**config.mk**
```make
export PLATFORM = sky130hd
export DESIGN_NAME = drive_limit_supervisor
export DESIGN_NICKNAME = d
export VERILOG_FILES = /design/src/logic/dls_pkg.sv /design/src/logic/drive_limit_supervisor.sv
export SDC_FILE = /design/constraint.sdc
export NUM_CORES = 2
export LEC_CHECK = 0
export BUFFER_PORTS_ARGS = -buffer_cell sky130_fd_sc_hd__buf_4
export CAP_MARGIN = 20
export CORE_ASPECT_RATIO = 0.75
export CORE_MARGIN = 4
export CORE_UTILIZATION = 30
export CTS_CLUSTER_DIAMETER = 30
export DETAILED_ROUTE_END_ITERATION = 10
export GPL_ROUTABILITY_DRIVEN = 0
export PLACE_DENSITY = 0.47
export SYNTH_ARGS = -nofsm -noshare
export SYNTH_HDL_FRONTEND = slang
export SYNTH_SLANG_ARGS = --single-unit
```
**constraint.sdc**
```tcl
create_clock -name CLK_I -period 10.3 [get_ports CLK_I]
set_clock_uncertainty 0.2 [all_clocks]
set_input_delay 0 -clock CLK_I [delete_from_list [all_inputs] [get_ports CLK_I]]
set_output_delay 0 -clock CLK_I [all_outputs]
set_load 0.02 [all_outputs]
```
**src/logic/dls_pkg.sv**
```systemverilog
// Constants, types and carriers for the drive limit supervisor
package dls_pkg;
    // Parameter addresses
    localparam logic [15:0] ADR_FE_REACT = 16'h0516;
    localparam logic [15:0] ADR_SYM_RAMP = 16'h0602;
    localparam logic [15:0] ADR_SL_EN = 16'h0606;
    localparam logic [15:0] ADR_SL_POS = 16'h0608;
    localparam logic [15:0] ADR_SL_NEG = 16'h060a;
    localparam logic [15:0] ADR_SPD_LIM = 16'h0612;
    localparam logic [15:0] ADR_ACC = 16'h0614;
    localparam logic [15:0] ADR_DEC = 16'h0616;
    localparam logic [15:0] ADR_QS_DEC = 16'h0624;
    localparam logic [15:0] ADR_SS_BAND = 16'h1112;
    localparam logic [15:0] ADR_SS_DWELL = 16'h1114;
    localparam logic [15:0] ADR_SS_TOUT = 16'h1116;
    localparam logic [15:0] ADR_STATUS = 16'h1118;
    localparam logic [15:0] ADR_FE_LIM = 16'h121c;
    localparam logic [15:0] ADR_SPD_SRC = 16'h1b22;
    localparam logic [15:0] ADR_SPD_SET = 16'h2108;
    // Reset values and ranges
    localparam logic [1:0] FE_REACT_RST = 2'h3;
    localparam logic [1:0] FE_REACT_MIN = 2'h1;
    localparam logic [31:0] SL_POS_RST = 32'h7fffffff;
    localparam logic [31:0] SL_NEG_RST = 32'h80000000;
    localparam logic signed [31:0] USR_MAX = 32'sh7fffffff;
    localparam logic signed [31:0] USR_MIN = 32'sh80000000;
    localparam logic [31:0] SPD_LIM_RST = 32'h00003390;
    localparam logic [31:0] SPD_LIM_MIN = 32'h0000003c;
    localparam logic [31:0] SPD_LIM_MAX = 32'h00003390;
    localparam logic [31:0] ACC_RST = 32'h00000258;
    localparam logic [31:0] ACC_MIN = 32'h00000001;
    localparam logic [31:0] DEC_RST = 32'h000002ee;
    localparam logic [31:0] DEC_MIN = 32'h000002ee;
    localparam logic [31:0] RAMP_MAX = 32'h002dc6c0;
    localparam logic [31:0] QS_RST = 32'h00001770;
    localparam logic [31:0] QS_MIN = 32'h000000c8;
    localparam logic [31:0] RAMP_UNIT = 32'h0000000a;
    localparam logic [31:0] SS_BAND_RST = 32'h0000000a;
    localparam logic [31:0] SS_BAND_MAX = 32'h00007fff;
    localparam logic [31:0] SS_DWELL_MAX = 32'h00007fff;
    localparam logic [31:0] SS_TOUT_MAX = 32'h00003e80;
    localparam logic [31:0] FE_LIM_RST = 32'h00002710;
    localparam logic [31:0] FE_LIM_MIN = 32'h00000001;
    localparam logic [31:0] FE_LIM_MAX = 32'h001e8480;
    localparam logic signed [15:0] SPD_SET_MAX = 16'sh7530;
    localparam logic signed [15:0] SPD_SET_MIN = -16'sh7530;
    localparam logic [1:0] SRC_PARAM = 2'h2;
    // Status word bit positions
    localparam int ST_TOUT_BIT = 0;
    localparam int ST_STAND_BIT = 1;
    localparam int ST_FE_BIT = 2;
    // Millisecond timing
    localparam int CLK_MHZ = 100;
    localparam int MS_IN_US = 1000;
    localparam int CYC_PER_MS = CLK_MHZ * MS_IN_US;
    // Operating modes
    typedef enum logic [2:0] {
        MODE_NONE = 3'h0, MODE_PPOS = 3'h1, MODE_PVEL = 3'h2,
        MODE_HOME = 3'h3, MODE_JOG = 3'h4, MODE_SPEED = 3'h5
    } mode_type;
    // Parameter access request
    typedef struct packed {
        logic wr;
        logic rd;
        logic [15:0] addr;
        logic [31:0] wdata;
    } par_req_type;
    // Parameter access answer
    typedef struct packed {
        logic ack;
        logic err;
        logic [31:0] rdata;
    } par_rsp_type;
endpackage

```
**src/logic/drive_limit_supervisor.sv**
```systemverilog
// Supervision and limiting of speed, ramps, tracking and standstill
module drive_limit_supervisor #(
    parameter int MS_CYCLES = dls_pkg::CYC_PER_MS
) (
    // Clock and reset
    input wire logic CLK_I,
    input wire logic RESET_N_I,
    // Fieldbus parameter access
    input wire dls_pkg::par_req_type PAR_REQ_I,
    output dls_pkg::par_rsp_type PAR_RSP_O,
    // Motion inputs
    input wire dls_pkg::mode_type MODE_I,
    input wire logic [31:0] REQ_SPEED_I,
    input wire logic SW_STOP_I,
    input wire logic ERR_CLASS1_I,
    input wire logic signed [15:0] CTRL_SPEED_CEIL_I,
    input wire logic signed [31:0] POS_DEV_I,
    input wire logic signed [31:0] ACT_POS_I,
    input wire logic HOMING_DONE_I,
    input wire logic TARGET_REACHED_I,
    input wire logic PROFILE_DONE_I,
    // Limited references and ramps
    output logic [31:0] REF_SPEED_O,
    output logic [31:0] ACC_RATE_O,
    output logic [31:0] DEC_RATE_O,
    output logic QUICK_STOP_O,
    output logic signed [15:0] SPEED_CTRL_REF_O,
    // Supervision results
    output logic FOLLOW_ERR_O,
    output logic [1:0] FOLLOW_ERR_CLASS_O,
    output logic LIMIT_POS_HIT_O,
    output logic LIMIT_NEG_HIT_O,
    output logic STANDSTILL_O,
    output logic STANDSTILL_TOUT_O
);
    import dls_pkg::*;

    // Clamp an unsigned value into a range
    function automatic logic [31:0] clampu(input logic [31:0] v, input logic [31:0] lo,
                                           input logic [31:0] hi);
        clampu = (v < lo) ? lo : ((v > hi) ? hi : v);
    endfunction

    // Magnitude of a signed deviation, saturated to positive range
    function automatic logic [31:0] magn(input logic signed [31:0] v);
        magn = v[31] ? ((v == USR_MIN) ? 32'h7fffffff : 32'(-v)) : 32'(v);
    endfunction

    // Parameter registers
    logic [1:0] fe_react_ff; // Tracking error class
    logic [1:0] sl_en_ff; // Soft limit direction enables
    logic signed [31:0] sl_pos_ff; // Positive soft limit
    logic signed [31:0] sl_neg_ff; // Negative soft limit
    logic [31:0] spd_lim_ff; // Profile speed ceiling
    logic [31:0] acc_ff; // Profile acceleration
    logic [31:0] dec_ff; // Profile deceleration
    logic [31:0] qs_ff; // Quick-stop deceleration
    logic [15:0] ss_band_ff; // Standstill band
    logic [15:0] ss_dwell_ff; // Standstill dwell in ms
    logic [15:0] ss_tout_ff; // Standstill timeout in ms
    logic [31:0] fe_lim_ff; // Tracking error limit
    logic [1:0] spd_src_ff; // Speed control source
    logic signed [15:0] spd_set_ff; // Speed control setpoint
    logic tout_flag_ff; // Sticky standstill timeout flag

    // Access decode
    logic wr; // Write strobe
    logic [31:0] wd; // Write data
    logic signed [31:0] wds; // Write data as signed
    logic [31:0] ramp_wr; // Symmetric ramp scaled to rate units
    logic [31:0] ramp_big; // Larger of the two ramps
    logic [31:0] ramp_rd; // Ramp in readback units
    assign wr = PAR_REQ_I.wr;
    assign wd = PAR_REQ_I.wdata;
    assign wds = PAR_REQ_I.wdata;
    assign ramp_wr = {16'h0000, wd[15:0]} * RAMP_UNIT;
    assign ramp_big = (acc_ff > dec_ff) ? acc_ff : dec_ff;
    assign ramp_rd = ramp_big / RAMP_UNIT;

    // Class, soft limit enable and source registers
    always_ff @(posedge CLK_I) begin
        if (!RESET_N_I) begin
            fe_react_ff <= FE_REACT_RST;
            sl_en_ff <= 2'h0;
            spd_src_ff <= 2'h0;
        end else if (wr) begin
            // Illegal codes are refused so the old setting stays valid
            if (PAR_REQ_I.addr == ADR_FE_REACT && wd[15:0] >= 16'(FE_REACT_MIN)
                && wd[15:0] <= 16'(FE_REACT_RST)) begin
                fe_react_ff <= wd[1:0];
            end
            if (PAR_REQ_I.addr == ADR_SL_EN && wd[15:0] <= 16'h0003) begin
                sl_en_ff <= wd[1:0];
            end
            if (PAR_REQ_I.addr == ADR_SPD_SRC && (wd[15:0] == 16'h0000
                || wd[15:0] == 16'(SRC_PARAM))) begin
                spd_src_ff <= wd[1:0];
            end
        end
    end

    // Soft limit positions
    always_ff @(posedge CLK_I) begin
        if (!RESET_N_I) begin
            sl_pos_ff <= SL_POS_RST;
            sl_neg_ff <= SL_NEG_RST;
        end else if (wr) begin
            // Values past the user range fall back to the user maximum
            if (PAR_REQ_I.addr == ADR_SL_POS) begin
                sl_pos_ff <= (wds > USR_MAX || wds < USR_MIN) ? USR_MAX : wds;
            end
            if (PAR_REQ_I.addr == ADR_SL_NEG) begin
                sl_neg_ff <= (wds > USR_MAX || wds < USR_MIN) ? USR_MAX : wds;
            end
        end
    end

    // Speed limit, ramps and quick stop
    always_ff @(posedge CLK_I) begin
        if (!RESET_N_I) begin
            spd_lim_ff <= SPD_LIM_RST;
            acc_ff <= ACC_RST;
            dec_ff <= DEC_RST;
            qs_ff <= QS_RST;
        end else if (wr) begin
            if (PAR_REQ_I.addr == ADR_SPD_LIM) begin
                spd_lim_ff <= clampu({16'h0000, wd[15:0]}, SPD_LIM_MIN, SPD_LIM_MAX);
            end
            if (PAR_REQ_I.addr == ADR_QS_DEC) begin
                qs_ff <= clampu(wd, QS_MIN, RAMP_MAX);
            end
            // One symmetric write moves both ramps, each into its own range
            if (PAR_REQ_I.addr == ADR_SYM_RAMP) begin
                acc_ff <= clampu(ramp_wr, ACC_MIN, RAMP_MAX);
                dec_ff <= clampu(ramp_wr, DEC_MIN, RAMP_MAX);
            end
            if (PAR_REQ_I.addr == ADR_ACC) begin
                acc_ff <= clampu(wd, ACC_MIN, RAMP_MAX);
            end
            if (PAR_REQ_I.addr == ADR_DEC) begin
                dec_ff <= clampu(wd, DEC_MIN, RAMP_MAX);
            end
        end
    end

    // Standstill, tracking and speed setpoint parameters
    always_ff @(posedge CLK_I) begin
        if (!RESET_N_I) begin
            ss_band_ff <= SS_BAND_RST[15:0];
            ss_dwell_ff <= 16'h0000;
            ss_tout_ff <= 16'h0000;
            fe_lim_ff <= FE_LIM_RST;
            spd_set_ff <= 16'sh0000;
        end else if (wr) begin
            if (PAR_REQ_I.addr == ADR_SS_BAND) begin
                ss_band_ff <= 16'(clampu({16'h0000, wd[15:0]}, 32'h0, SS_BAND_MAX));
            end
            if (PAR_REQ_I.addr == ADR_SS_DWELL) begin
                ss_dwell_ff <= 16'(clampu({16'h0000, wd[15:0]}, 32'h0, SS_DWELL_MAX));
            end
            if (PAR_REQ_I.addr == ADR_SS_TOUT) begin
                ss_tout_ff <= 16'(clampu({16'h0000, wd[15:0]}, 32'h0, SS_TOUT_MAX));
            end
            if (PAR_REQ_I.addr == ADR_FE_LIM) begin
                fe_lim_ff <= clampu(wd, FE_LIM_MIN, FE_LIM_MAX);
            end
            if (PAR_REQ_I.addr == ADR_SPD_SET) begin
                spd_set_ff <= ($signed(wds[15:0]) > SPD_SET_MAX) ? SPD_SET_MAX
                    : (($signed(wds[15:0]) < SPD_SET_MIN) ? SPD_SET_MIN : wds[15:0]);
            end
        end
    end

    // Readback mux, unmapped addresses answer with an error
    logic [31:0] rd_val; // Selected read value
    logic rd_hit; // Address is mapped
    always_comb begin
        rd_hit = 1'b1;
        rd_val = 32'h0;
        case (PAR_REQ_I.addr)
            ADR_FE_REACT: rd_val = {30'h0, fe_react_ff};
            ADR_SYM_RAMP: rd_val = (ramp_rd > 32'h0000ffff) ? 32'h0000ffff : ramp_rd;
            ADR_SL_EN: rd_val = {30'h0, sl_en_ff};
            ADR_SL_POS: rd_val = sl_pos_ff;
            ADR_SL_NEG: rd_val = sl_neg_ff;
            ADR_SPD_LIM: rd_val = spd_lim_ff;
            ADR_ACC: rd_val = acc_ff;
            ADR_DEC: rd_val = dec_ff;
            ADR_QS_DEC: rd_val = qs_ff;
            ADR_SS_BAND: rd_val = {16'h0, ss_band_ff};
            ADR_SS_DWELL: rd_val = {16'h0, ss_dwell_ff};
            ADR_SS_TOUT: rd_val = {16'h0, ss_tout_ff};
            ADR_STATUS: rd_val = {29'h0, FOLLOW_ERR_O, STANDSTILL_O, tout_flag_ff};
            ADR_FE_LIM: rd_val = fe_lim_ff;
            ADR_SPD_SRC: rd_val = {30'h0, spd_src_ff};
            ADR_SPD_SET: rd_val = {{16{spd_set_ff[15]}}, spd_set_ff};
            default: rd_hit = 1'b0;
        endcase
    end

    // Registered answer one cycle after each access
    always_ff @(posedge CLK_I) begin
        if (!RESET_N_I) begin
            PAR_RSP_O <= '0;
        end else begin
            PAR_RSP_O.ack <= PAR_REQ_I.wr | PAR_REQ_I.rd;
            PAR_RSP_O.err <= (PAR_REQ_I.wr | PAR_REQ_I.rd) & ~rd_hit;
            PAR_RSP_O.rdata <= PAR_REQ_I.rd ? rd_val : 32'h0;
        end
    end

    // Reference speed, ramp and speed control outputs
    logic profile_mode; // Mode uses the profile generator
    logic signed [15:0] ceil_mag; // Controller ceiling magnitude
    assign profile_mode = (MODE_I == MODE_PPOS) || (MODE_I == MODE_PVEL)
        || (MODE_I == MODE_HOME) || (MODE_I == MODE_JOG);
    assign ceil_mag = CTRL_SPEED_CEIL_I[15] ? -CTRL_SPEED_CEIL_I : CTRL_SPEED_CEIL_I;
    always_ff @(posedge CLK_I) begin
        if (!RESET_N_I) begin
            REF_SPEED_O <= 32'h0;
            ACC_RATE_O <= ACC_RST;
            DEC_RATE_O <= DEC_RST;
            QUICK_STOP_O <= 1'b0;
            SPEED_CTRL_REF_O <= 16'sh0000;
        end else begin
            REF_SPEED_O <= (profile_mode && REQ_SPEED_I > spd_lim_ff) ? spd_lim_ff : REQ_SPEED_I;
            ACC_RATE_O <= acc_ff;
            QUICK_STOP_O <= SW_STOP_I | ERR_CLASS1_I;
            DEC_RATE_O <= (SW_STOP_I | ERR_CLASS1_I) ? qs_ff : dec_ff;
            // Source 0 leaves the speed loop without a reference
            if (spd_src_ff != SRC_PARAM) begin
                SPEED_CTRL_REF_O <= 16'sh0000;
            end else if (spd_set_ff > ceil_mag) begin
                SPEED_CTRL_REF_O <= ceil_mag;
            end else if (spd_set_ff < -ceil_mag) begin
                SPEED_CTRL_REF_O <= -ceil_mag;
            end else begin
                SPEED_CTRL_REF_O <= spd_set_ff;
            end
        end
    end

    // Tracking error and soft limit supervision
    logic [31:0] dev_mag; // Magnitude of control deviation
    assign dev_mag = magn(POS_DEV_I);
    always_ff @(posedge CLK_I) begin
        if (!RESET_N_I) begin
            FOLLOW_ERR_O <= 1'b0;
            FOLLOW_ERR_CLASS_O <= 2'h0;
            LIMIT_POS_HIT_O <= 1'b0;
            LIMIT_NEG_HIT_O <= 1'b0;
        end else begin
            FOLLOW_ERR_O <= dev_mag > fe_lim_ff;
            FOLLOW_ERR_CLASS_O <= (dev_mag > fe_lim_ff) ? fe_react_ff : 2'h0;
            // Positions are meaningless before homing, so no check then
            LIMIT_POS_HIT_O <= HOMING_DONE_I && sl_en_ff[0] && ACT_POS_I > sl_pos_ff;
            LIMIT_NEG_HIT_O <= HOMING_DONE_I && sl_en_ff[1] && ACT_POS_I < sl_neg_ff;
        end
    end

    // Millisecond tick shared by dwell and timeout timers
    logic [31:0] ms_cnt_ff; // Cycle count within a millisecond
    logic ms_tick; // One-cycle millisecond pulse
    assign ms_tick = (ms_cnt_ff == 32'(MS_CYCLES - 1));
    always_ff @(posedge CLK_I) begin
        if (!RESET_N_I) begin
            ms_cnt_ff <= 32'h0;
        end else begin
            ms_cnt_ff <= ms_tick ? 32'h0 : ms_cnt_ff + 32'h1;
        end
    end

    // Standstill dwell: deviation must stay in band for whole dwell
    logic [15:0] dwell_ff; // Milliseconds spent in band
    logic in_band; // Deviation within standstill band
    assign in_band = dev_mag <= {16'h0, ss_band_ff};
    always_ff @(posedge CLK_I) begin
        if (!RESET_N_I) begin
            dwell_ff <= 16'h0;
            STANDSTILL_O <= 1'b0;
        end else if (ss_dwell_ff == 16'h0 || !in_band) begin
            // Leaving the band restarts the whole dwell
            dwell_ff <= 16'h0;
            STANDSTILL_O <= 1'b0;
        end else begin
            if (ms_tick && dwell_ff < ss_dwell_ff) begin
                dwell_ff <= dwell_ff + 16'h1;
            end
            STANDSTILL_O <= dwell_ff >= ss_dwell_ff;
        end
    end

    // Standstill timeout state machine
    typedef enum logic [1:0] {TO_IDLE = 2'b01, TO_RUN = 2'b10} tout_state_type;
    tout_state_type tst_ff; // Timeout state
    logic [15:0] tout_cnt_ff; // Milliseconds since start
    logic tout_clr; // Software clear of the timeout flag
    logic tout_set; // Timeout expired this cycle
    assign tout_clr = wr && PAR_REQ_I.addr == ADR_STATUS && wd[ST_TOUT_BIT];
    assign tout_set = tst_ff == TO_RUN && ss_tout_ff != 16'h0 && !STANDSTILL_O && tout_cnt_ff >= ss_tout_ff;
    always_ff @(posedge CLK_I) begin
        if (!RESET_N_I) begin
            tst_ff <= TO_IDLE;
            tout_cnt_ff <= 16'h0;
        end else begin
            case (tst_ff)
                TO_IDLE: begin
                    tout_cnt_ff <= 16'h0;
                    // A zero timeout never arms the timer
                    if ((TARGET_REACHED_I || PROFILE_DONE_I) && ss_tout_ff != 16'h0) begin
                        tst_ff <= TO_RUN;
                    end
                end
                TO_RUN: begin
                    if (ss_tout_ff == 16'h0 || STANDSTILL_O || tout_set) begin
                        tst_ff <= TO_IDLE;
                    end else if (ms_tick) begin
                        tout_cnt_ff <= tout_cnt_ff + 16'h1;
                    end
                end
                default: tst_ff <= TO_IDLE;
            endcase
        end
    end

    // Sticky timeout flag, a new expiry wins over a clear
    always_ff @(posedge CLK_I) begin
        if (!RESET_N_I) begin
            tout_flag_ff <= 1'b0;
        end else if (tout_set) begin
            tout_flag_ff <= 1'b1;
        end else if (tout_clr) begin
            tout_flag_ff <= 1'b0;
        end
    end
    assign STANDSTILL_TOUT_O = tout_flag_ff;
endmodule

```
==> qor.yml <==
timing:
  worst_pin_slew_ns: 1.16
  relSlewSlack_pct: 22.4
  fmax_mhz: 92.7
  min_period_ns: 10.79
  hold_viol_final: 0
  setup_ws_ns: -0.489
  period_share_pct: 105
  setup_viol_count_final: 2
  fin_tns_setup_ns: -0.883
  slew_viol_final: 0
  rsz0062_at_grt: "true"
final_layout:
  synthToLayoutAreaGrowth_pct: 44.0
  drive_gt1_share_pct: 24.3
  largest_register: "PAR_RSP_O"
  fin_nets: 5414
  final_util_pct: 43.8
  largest_reg_flops: 34
  nFillCells: 10600
die:
  initial_core_util_pct: 30.4
  die_area_um2: 115000
  core_um2: 108000
  die_w_um: 390
  num_rows: 104
  ios: 326
  die_y_um: 294
yosys:
  synth.distinct_cells: 125
  netlist.area_leader.share_pct: 30.4
  yosys_warnings: 0
  syn_inst: 4104
  yosys-top-cells-count: "dfxtp_1, nand2_1, nor2_1"
  seq_area_frac_synth_pct: 30.4
  ys_ff_latch: 498
  syn_avg_cell_area_um2: 7.99
  ys_top_cells_by_area: "dfxtp_1, ha_1, nand2_1, a21oi_1, nor2_1"
  synthArstFlopShare_pct: 0
  synth_edf_count: 0
  syn_area_um2: 32800
  ys.flop_type: "dfxtp_1"
  yosys.area.top_type: "dfxtp_1"
  synth_nets: 4535
  synth_most_common_cell: "dfxtp_1"
route:
  dr.pass1.iters: 7
  routed_wl_um: 155000
  via_count: 35800
  route.detailed.drc: 0
  antenna_left: 0
  wl_per_cell_um: 23.8
  vias_per_cell: 5.49
  drt-initial-drc-count: 3746
cts:
  clk_pin_slew_ns: 0.05
  cts-root-buf: "clkbuf_16"
  h-tree-depth: 3
  numCtsBuffers: 116
  clk_latency_ns: 0.73
  cts_tree: "done"
  cts_buffer_depth: 3
  clkSinkCount: 498
worst_setup_path:
  cp_top_family: "compound AO/OA/AOI/OAI gates"
  crit_required_ns: 10.65
  critical_path.slowest_cell: "nor4_4"
  slowest_delay_ns: 0.40
  crit_path_max_fanout: 9
  arrival_ns: 11.14
  crit_top_cell: "buf_4"
  path_class: "flip-flop to flip-flop"
  crit_path_start_kind: "flip-flop"
  end_kind: "flip-flop"
  crit_buf_inv: 10
job:
  max-cap-violations: 0
global_routing:
  grt-busiest-layer: "met1"
  globalRouteOverflowTotal: 0
  grt.met1_usage_pct: 37.3
  grtUsageMet3_pct: 8.12
  antenna_found_initial: 15
  grt_pass1_vias: 33900
  grt_pass1_wl_um: 226000
  grt_max_degree: 181
  grt_use_total_pct: 25.9
  globalRouteMet2Util_pct: 37.3
pwr:
  ir_worst_vdd_v: 0.000155
  p_per_area_nw_per_um2: 135
  p_leak_nw: 20.2
placed_design:
  io_buffers: 325
  hpwl_um: 113000
run_status:
  violations: "negative setup slack"
  status: "complete, but fails checks"
min_path:
  hold_class: "input pin to flip-flop"
-- metal layers --
layer,up-vias,wire length (µm)
li1,16800,-
met1,17100,70800
met2,1587,63300
met3,236,16800
met4,10,3940
met5,-,70
-- placed cells by master (no fill, tap or decap), types with 57 or more instances in the layout --
cell type,n
ha_1,247
a21boi_0,76
nor2b_1,105
nand2_1,441
a221oi_1,85
clkbuf_16,119
o211ai_1,78
buf_4,752
and3_1,111
nand2b_1,75
inv_1,222
o21ai_0,153
nor2_1,282
nand3_1,90
xor2_1,80
dlygate4sd3_1,236
dfxtp_1,483
a21o_1,57
nand4_1,80
a21oi_1,220
a22oi_1,66
-- layout make-up --
type | count | area (µm²) | area share [%]
repair buffers | 1006 | 8250 | 17.5
clock inverters | 69 | 868 | 1.84
flip-flops and latches | 498 | 9990 | 21.2
clock buffers | 148 | 3300 | 6.98
inverters | 236 | 886 | 1.88
well taps | 1431 | 1790 | 3.79
diodes | 5 | 12.5 | 0.0265
multi-input cells | 3125 | 22100 | 46.9
-- worst min-delay path, delay by kind of cell --
family	cells	cell delay [ns]
AND/OR/NAND/NOR	1	0.10
AO/OA/AOI/OAI	1	0.08
buffers and inverters	2	0.76
-- kinds of logic after synthesis --
family / share of synthesized area [%]
and+or+nand+nor: 23.8
AOI/OAI and AO/OA: 25.8
DFF: 30.4
buffers and inverters: 5.71
adders and majority gates: 9.93
xor gates and xnor gates: 3.75
muxes: 0.637
-- where the power goes --
part	internal [mW]	leakage (nW)	switching, mW
Combinational	0.247	14.1	0.310
Clock	2.57	2.04	1.30
Sequential	1.94	4.03	0.00557
Total	4.76	20.2	1.62
-- path summary, 6_finish.rpt --
path	start	cells past startpoint	endpoint	slack, ns
max	dec_ff[10]	48	PAR_RSP_O[0]	-0.49
min	PAR_REQ_I[17]	4	qs_ff[17]	0.06
max reg2reg	dec_ff[10]	48	PAR_RSP_O[0]	-0.49
min reg2reg	spd_src_ff[0]	2	spd_src_ff[0]	0.25
-- through the flow --
stage / setup slack [ns] / area [µm²] / power (mW) / instances / hold WS (ns)
6_report: -0.489 / 47200 / 6.39 / 6518 / 0.0555
5_1_grt: -0.916 / 47200 / 6.59 / 6515 / 0.0460
4_1_cts: -0.310 / 46800 / 6.42 / 6498 / 0.00535
3_5_place_dp: -1.08 / 39200 / 2.45 / 6004 / 0.0408
3_3_place_gp: -1.00 / 39200 / 2.45 / 6004 / 0.0390
2_1_floorplan: 0.00285 / 32900 / 2.25 / 4104 / -0.0616
-- timing repair --
item                                   4_1_cts  5_1_grt
endpoints found under the hold margin      472        0
pin swaps                                   73       41
resized for setup                          154       59
gates cloned                                 1        0
setup buffers                               40       13
setup endpoints to repair                    4        5
hold buffers                               236        0
Power figures use the tool's default switching activity.
